$ cat config.mk
export PLATFORM = sky130hd
export DESIGN_NAME = pmb_bus_timing
export DESIGN_NICKNAME = d
export VERILOG_FILES = /design/src/include/pmb_pkg.sv /design/src/design/pmb_bus_timing.sv
export SDC_FILE = /design/constraint.sdc
export NUM_CORES = 1
export LEC_CHECK = 0
export ABC_AREA = 1
export BUFFER_PORTS_ARGS = -buffer_cell sky130_fd_sc_hd__buf_4
export CORE_UTILIZATION = 45
export CTS_CLUSTER_DIAMETER = 150
export DETAILED_ROUTE_END_ITERATION = 10
export PLACE_DENSITY = 0.59
export SETUP_SLACK_MARGIN = 0.4
export SLEW_MARGIN = 20
export SYNTH_ARGS = -nofsm -noshare
export SYNTH_HDL_FRONTEND = slang
export SYNTH_SLANG_ARGS = --single-unit
export TNS_END_PERCENT = 100
$ cat constraint.sdc
create_clock -name clock_i -period 2.3 [get_ports clock_i]
set_clock_uncertainty 0.2 [all_clocks]
set_input_delay 0 -clock clock_i [delete_from_list [all_inputs] [get_ports clock_i]]
set_output_delay 0 -clock clock_i [all_outputs]
set_load 0.01 [all_outputs]
$ cat src/include/pmb_pkg.sv
// Shared constants and types for the management-bus timing supervisor.
package pmb_pkg;

    // Counter width; holds the longest count of 10,000,000 cycles.
    localparam int CW = 24;

    // Core clock rate in kHz (200 MHz).
    localparam int unsigned CLK_KHZ = 200000;

    // Bus timing figures in their own units.
    localparam int unsigned T_TIMEOUT_MS = 25;
    localparam int unsigned T_IDLE_MS = 50;
    localparam int unsigned T_HIGH_US = 50;
    localparam int unsigned T_SEXT_MS = 25;

    // Cycle counts derived from the figures above.
    localparam logic [CW-1:0] LOW_TO_CYC = CW'(T_TIMEOUT_MS * CLK_KHZ);
    localparam logic [CW-1:0] IDLE_CYC = CW'(T_IDLE_MS * CLK_KHZ);
    localparam logic [CW-1:0] HIGH_CYC = CW'((T_HIGH_US * CLK_KHZ) / 1000);
    localparam logic [CW-1:0] SEXT_CYC = CW'(T_SEXT_MS * CLK_KHZ);

    // Address arithmetic: coarse step weight, band count, highest address and reset address.
    localparam logic [7:0] ADDR_COARSE_MUL = 8'h0c;
    localparam logic [3:0] ADDR_BAND_LIMIT = 4'hc;
    localparam logic [7:0] ADDR_MAX = 8'h7f;
    localparam logic [6:0] ADDR_RST = 7'h00;

    // Transaction tracking states.
    typedef enum logic [1:0] {
        PMB_ST_IDLE = 2'b00,
        PMB_ST_ACTIVE = 2'b01,
        PMB_ST_IGNORE = 2'b10
    } pmb_state_t;

    // Bus events reported to the slave core.
    typedef struct packed {
        logic start;
        logic stop;
        logic abort;
    } pmb_ev_t;

    // Latched slave address.
    typedef struct packed {
        logic valid;
        logic [6:0] addr;
    } pmb_addr_t;

endpackage : pmb_pkg

$ cat src/design/pmb_bus_timing.sv
// Management-bus slave timing supervisor: timeouts, stretch budget, address latch, alert.
`timescale 1ns/100ps

module pmb_bus_timing #(
    parameter logic [pmb_pkg::CW-1:0] LOW_TO_CYC = pmb_pkg::LOW_TO_CYC,
    parameter logic [pmb_pkg::CW-1:0] IDLE_CYC = pmb_pkg::IDLE_CYC,
    parameter logic [pmb_pkg::CW-1:0] HIGH_CYC = pmb_pkg::HIGH_CYC,
    parameter logic [pmb_pkg::CW-1:0] SEXT_CYC = pmb_pkg::SEXT_CYC
) (
    // Clock and resets.
    input wire logic clock_i,
    input wire logic srst_i,
    input wire logic ext_rst_i,
    // Bus pins, open drain.
    input wire logic scl_i,
    output logic scl_o,
    output logic scl_oe_o,
    input wire logic sda_i,
    output logic sda_o,
    output logic sda_oe_o,
    // Alert pin, open drain.
    output logic alert_o,
    output logic alert_oe_o,
    // Address-select band codes from the converter.
    input wire logic [3:0] addr_sel_coarse_i,
    input wire logic [3:0] addr_sel_fine_i,
    // Configuration.
    input wire logic timeout_disable_bit_i,
    // Slave core side.
    input wire logic sda_pull_i,
    input wire logic stretch_req_i,
    input wire logic alert_req_i,
    output pmb_pkg::pmb_ev_t ev_o,
    output pmb_pkg::pmb_addr_t addr_o,
    output logic active_o,
    output logic stretch_spent_o
);
    import pmb_pkg::*;

    // Saturating increment so a long stall never wraps a counter.
    function automatic logic [CW-1:0] sat_inc(input logic [CW-1:0] v, input logic [CW-1:0] lim);
        sat_inc = (v >= lim) ? v : v + 1'b1;
    endfunction : sat_inc

    logic scl_s1_r, scl_s2_r, scl_d_r, sda_s1_r, sda_s2_r, sda_d_r;
    logic rst_s1_r, rst_s2_r, rst_d_r, rst;
    logic start_c, stop_c, low_hit, high_hit, idle_hit, abort_c, release_c;
    logic [CW-1:0] low_cnt_r, low_cnt_nxt, high_cnt_r, high_cnt_nxt;
    logic [CW-1:0] idle_cnt_r, idle_cnt_nxt, str_cnt_r, str_cnt_nxt;
    pmb_state_t st_r, st_nxt;
    pmb_ev_t ev_r, ev_nxt;
    pmb_addr_t addr_r, addr_nxt;
    logic [7:0] addr_calc;
    logic scl_oe_r, scl_oe_nxt, sda_oe_r, sda_oe_nxt, alert_oe_r, alert_oe_nxt;

    // Pins are asynchronous; each passes two flops before any logic reads it.
    always_ff @(posedge clock_i) begin
        scl_s1_r <= scl_i;
        scl_s2_r <= scl_s1_r;
        sda_s1_r <= sda_i;
        sda_s2_r <= sda_s1_r;
        rst_s1_r <= ext_rst_i;
        rst_s2_r <= rst_s1_r;
    end

    // The external pin resets everything the core reset does, except the clear of the address latch.
    assign rst = srst_i | rst_s2_r;
    assign release_c = rst_d_r & ~rst;

    // Start and stop are data edges while the clock is high.
    always_comb begin
        start_c = scl_s2_r & scl_d_r & sda_d_r & ~sda_s2_r;
        stop_c = scl_s2_r & scl_d_r & ~sda_d_r & sda_s2_r;
    end

    // Low, high and idle duration counters plus the per-message stretch budget.
    always_comb begin
        low_cnt_nxt = scl_s2_r ? '0 : sat_inc(low_cnt_r, LOW_TO_CYC);
        high_cnt_nxt = (scl_s2_r && !start_c && !stop_c) ? sat_inc(high_cnt_r, HIGH_CYC) : '0;
        idle_cnt_nxt = (scl_s2_r && sda_s2_r) ? sat_inc(idle_cnt_r, IDLE_CYC) : '0;
        // Budget runs from the first start to stop; repeated starts keep it.
        if (st_r != PMB_ST_ACTIVE) begin
            str_cnt_nxt = '0;
        end else if (scl_oe_r) begin
            str_cnt_nxt = sat_inc(str_cnt_r, SEXT_CYC);
        end else begin
            str_cnt_nxt = str_cnt_r;
        end
    end

    // Abort causes; the high-side checks are masked by the disable bit.
    always_comb begin
        low_hit = ~scl_s2_r & (low_cnt_r == LOW_TO_CYC);
        high_hit = ~timeout_disable_bit_i & (high_cnt_r == HIGH_CYC);
        idle_hit = ~timeout_disable_bit_i & sda_s2_r & (idle_cnt_r == IDLE_CYC);
        abort_c = (st_r == PMB_ST_ACTIVE) & (low_hit | high_hit | idle_hit);
    end

    // Transaction state; an abort parks the block until a fresh start.
    always_comb begin
        st_nxt = st_r;
        ev_nxt = '0;
        ev_nxt.start = start_c;
        ev_nxt.stop = stop_c;
        unique case (st_r)
            PMB_ST_IDLE: begin
                if (start_c) begin
                    st_nxt = PMB_ST_ACTIVE;
                end
            end
            PMB_ST_ACTIVE: begin
                if (abort_c) begin
                    st_nxt = PMB_ST_IGNORE;
                    ev_nxt.abort = 1'b1;
                end else if (stop_c) begin
                    st_nxt = PMB_ST_IDLE;
                end
            end
            PMB_ST_IGNORE: begin
                if (start_c) begin
                    st_nxt = PMB_ST_ACTIVE;
                end
            end
            default: begin
                st_nxt = PMB_ST_IDLE;
            end
        endcase
    end

    // Line drives. Only a slave: the block never forces a start or a clock edge.
    // Stretching holds a low the master made and stops once the budget is spent.
    always_comb begin
        scl_oe_nxt = (st_nxt == PMB_ST_ACTIVE) && stretch_req_i && (scl_oe_r || !scl_s2_r)
            && (str_cnt_nxt < SEXT_CYC);
        sda_oe_nxt = (st_nxt == PMB_ST_ACTIVE) && sda_pull_i;
        alert_oe_nxt = alert_req_i;
    end

    // Address from the two band codes; bands 12 and up are out of range.
    always_comb begin
        addr_calc = 8'(addr_sel_coarse_i) * ADDR_COARSE_MUL + 8'(addr_sel_fine_i);
        addr_nxt = addr_r;
        if (release_c) begin
            addr_nxt.addr = addr_calc[6:0];
            addr_nxt.valid = (addr_sel_coarse_i < ADDR_BAND_LIMIT)
                && (addr_sel_fine_i < ADDR_BAND_LIMIT) && (addr_calc <= ADDR_MAX);
        end
    end

    // Registers for the transaction and line logic.
    always_ff @(posedge clock_i) begin
        if (rst) begin
            scl_d_r <= 1'b1;
            sda_d_r <= 1'b1;
            low_cnt_r <= '0;
            high_cnt_r <= '0;
            idle_cnt_r <= '0;
            str_cnt_r <= '0;
            st_r <= PMB_ST_IDLE;
            ev_r <= '0;
            scl_oe_r <= 1'b0;
            sda_oe_r <= 1'b0;
            alert_oe_r <= 1'b0;
        end else begin
            scl_d_r <= scl_s2_r;
            sda_d_r <= sda_s2_r;
            low_cnt_r <= low_cnt_nxt;
            high_cnt_r <= high_cnt_nxt;
            idle_cnt_r <= idle_cnt_nxt;
            str_cnt_r <= str_cnt_nxt;
            st_r <= st_nxt;
            ev_r <= ev_nxt;
            scl_oe_r <= scl_oe_nxt;
            sda_oe_r <= sda_oe_nxt;
            alert_oe_r <= alert_oe_nxt;
        end
    end

    // Address latch lives outside reset so it can catch the release cycle.
    always_ff @(posedge clock_i) begin
        if (srst_i && !rst_d_r) begin
            addr_r <= '{valid: 1'b0, addr: ADDR_RST};
        end else begin
            addr_r <= addr_nxt;
        end
        rst_d_r <= rst;
    end

    // Outputs; the pin levels are always low, the enables do the work.
    assign scl_o = 1'b0;
    assign sda_o = 1'b0;
    assign alert_o = 1'b0;
    assign scl_oe_o = scl_oe_r;
    assign sda_oe_o = sda_oe_r;
    assign alert_oe_o = alert_oe_r;
    assign ev_o = ev_r;
    assign addr_o = addr_r;
    assign active_o = (st_r == PMB_ST_ACTIVE);
    assign stretch_spent_o = (str_cnt_r >= SEXT_CYC);
endmodule : pmb_bus_timing

==> metrics <==
PD cells 545 nW/um^2; reg2reg setup slack 190 ps; DIE HEIGHT 123 um; Mean Syn Cell Area 6.70 um^2; max_cap viols 0; crit path DAT 2230 ps; number of vias per cell 5.05; Lkg Pwr 3.56 nW; share of cells above drive strength 1 34.3%; CP Capture Type flip-flop; clock sink count 121; Hold Startpoint ext_rst_i; HPWL after detailed placement 11400 um; CTS tree built; DP Worst Slack 70.1 ps; Hold Violations, Final 0; number of I/O port buffers 32; Num CTS Buffers 17; crit path from str_cnt_r[1]; sequential share of the synthesized area 36.9%; Fill cells 1231; Final period util 91.9%; r2r endpoint scl_oe_o; fin util 65.6%; Tot GR Track Use 22.8%; Worst-path clk slew 60 ps; RSZ-0062 raised after global routing yes; synthesized cell area 6560 um^2; largest cells by area after synthesis dfxtp_1 (37%), nand2_1 (11%), nor2_1 (8.5%); clk root buf clkbuf_16; global route overflow 0; Netlist cell types 50; P&R area growth vs syn 40.4%; largest net degree at the start of global routing 19; Longest Clk Path Bufs 2; ys flop type dfxtp_1; initial antenna violation count 0; htree depth 4; Die W 123 um; Worst Tran Pin Value 552 ps; Ports 36; # diodes 0; fin crit period 2110 ps; first-pass GRT wire length 27200 um; EDFF count, synth 0; largest area contributor in the synthesized netlist dfxtp_1; status completed; Mapped Cells 978; Crit Path Class reg2reg; CP max FO 4; Initial DRT Pass Iterations 5; Starting Density 46.7%; Setup TNS Final 0 ps; final setup vio count 0; top-count cell post-synth nand2_1; Synth top cells by count nand2_1 (196), nor2_1 (148), inv_1 (143), dfxtp_1 (121), a21oi_1 (62); Hold Slack 26.7 ps; Power Total 5.02 mW; worst vdd ir 0.586 mV; R2R cell count 13; Remaining DRCs 0; RD Place Congestion 0.867; Max Slew Vio Count 0; drt wl/cell 13.3 um; Worst slew margin 63.2%; clk_lat worst skew 420 ps; HP Class in2reg; Core ar. 14000 um^2; setup ws final 187 ps; area share of the largest cell type after synthesis 36.9%; routed vias 6584; vias in the first global route 5952; Yosys reg bits 121; Die ar. 15100 um^2; fmax 0.473 GHz; CP startpoint kind flip-flop; Hold EP rst_s1_r; Hold Crit Depth 2; Routed Wire Length 17300 um; ANT nets after route 0; r2r startpoint str_cnt_r[1]; Syn. warnings 0; Worst EP required 2420 ps; asr flop ratio synth 0%; initial DRC count 390; Layout Nets 1144; row cnt 43
-- cell type report --
| class | instances | area (um^2) | area share [%] |
|---|---|---|---|
| Timing Repair Buffer | 135 | 1090 | 11.9 |
| Tap cell | 180 | 225 | 2.45 |
| Clock buffer | 20 | 447 | 4.85 |
| Inverter | 149 | 581 | 6.31 |
| Sequential cell | 121 | 2500 | 27.2 |
| Multi-Input combinational cell | 687 | 4230 | 46.0 |
| Clock inverter | 12 | 126 | 1.37 |
-- worst max-delay path by stage --
stage	endpoint	slack [ps]	cells past startpoint
after floorplan	scl_oe_o	390	16
after global placement	scl_oe_o	70	14
after detailed placement	scl_oe_o	70	15
after CTS	scl_oe_o	190	14
after global routing	scl_oe_o	30	13
final	scl_oe_o	190	13
-- what timing repair did --
action / 4_1_cts / 5_1_grt
pin swaps: 33 / 76
hold buffers: 16 / 0
hold endpoints to repair: 22 / 0
buffers inserted: 27 / 30
resized for setup: 88 / 185
setup endpoints to repair: 34 / 56
-- power by group --
| group | leakage (nW) | total [mW] | internal, mW | switching, mW |
|---|---|---|---|---|
| Sequential | 1.01 | 2.15 | 2.13 | 0.0217 |
| Combinational | 2.28 | 0.276 | 0.130 | 0.145 |
| Clock | 0.280 | 2.59 | 1.61 | 0.978 |
-- layer usage --
| layer | vias to the layer above | GRT usage, % | wire (um) |
|---|---|---|---|
| met1 | 2990 | 29.5 | 7980 |
| met3 | 33 | 5.44 | 718 |
| met5 | - | 0 | 0 |
| li1 | 3425 | - | - |
| met2 | 136 | 37.3 | 8320 |
| met4 | 0 | 7.01 | 313 |
-- logic make-up after synthesis --
family                   Yosys count  share of synthesized area, %
AND/OR/NAND/NOR                  531                          37.1
AO/OA/AOI/OAI                    122                          10.1
XOR/XNOR                          15                          2.00
flip-flops                       121                          36.9
adder cells (fa/ha/maj)           16                          3.28
buffers and inverters            172                          10.6
other                              1                        0.0572
-- critical path: stages (launching register included) --
cell and delay [ps]:
dfxtp_2 360, ha_4 150, nand2_4 60, nor2_4 130, nand4_1 210, nor3_2 180
nand2_1 80, nand2_1 60, nand2_1 70, nor2_2 120, nand3_2 100, nor2_2 120
and2_1 130, nor2_1 40
-- metrics by stage --
step / instances / instance area, um^2
after floorplan: 980 / 6650
after global placement: 1199 / 7200
after detailed placement: 1199 / 7200
after CTS: 1274 / 8380
after global routing: 1304 / 9210
final: 1304 / 9210
-- state kept, by name, summed over array words and instances, names as in the netlist --
name and flops:
high_cnt_r 24, idle_cnt_r 24, low_cnt_r 24, str_cnt_r 24
addr_o 8, ev_o 3, st_r 2, alert_oe_o 1
rst_d_r 1, rst_s1_r 1, rst_s2_r 1, scl_d_r 1
scl_oe_o 1, scl_s1_r 1, scl_s2_r 1, sda_d_r 1
sda_oe_o 1, sda_s1_r 1, sda_s2_r 1
-- placed cells by master, fill, tap and decap left out, drive strengths merged, types with 2 or more instances in the layout --
| cell | synthesis | layout |
|---|---|---|
| dfxtp | 121 | 121 |
| nand3 | 65 | 65 |
| a211oi | 3 | 3 |
| o21bai | 2 | 2 |
| o21ai | 45 | 45 |
| nor3b | 6 | 6 |
| a21oi | 63 | 63 |
| dlygate4sd3 | 0 | 16 |
| clkinv | 2 | 10 |
| clkbuf | 11 | 20 |
| ha | 14 | 14 |
| buf | 12 | 119 |
| bufinv | 0 | 2 |
| o21a | 3 | 3 |
| nand4 | 42 | 42 |
| xor2 | 13 | 13 |
| xnor2 | 2 | 2 |
| nor4 | 9 | 9 |
| nor3 | 38 | 38 |
| or2 | 3 | 3 |
| nor2 | 164 | 164 |
| inv | 147 | 147 |
| fa | 2 | 2 |
| clkinvlp | 0 | 2 |
| nand2 | 202 | 202 |
| conb | 1 | 3 |
No activity file was read; power rests on OpenSTA's default activity.
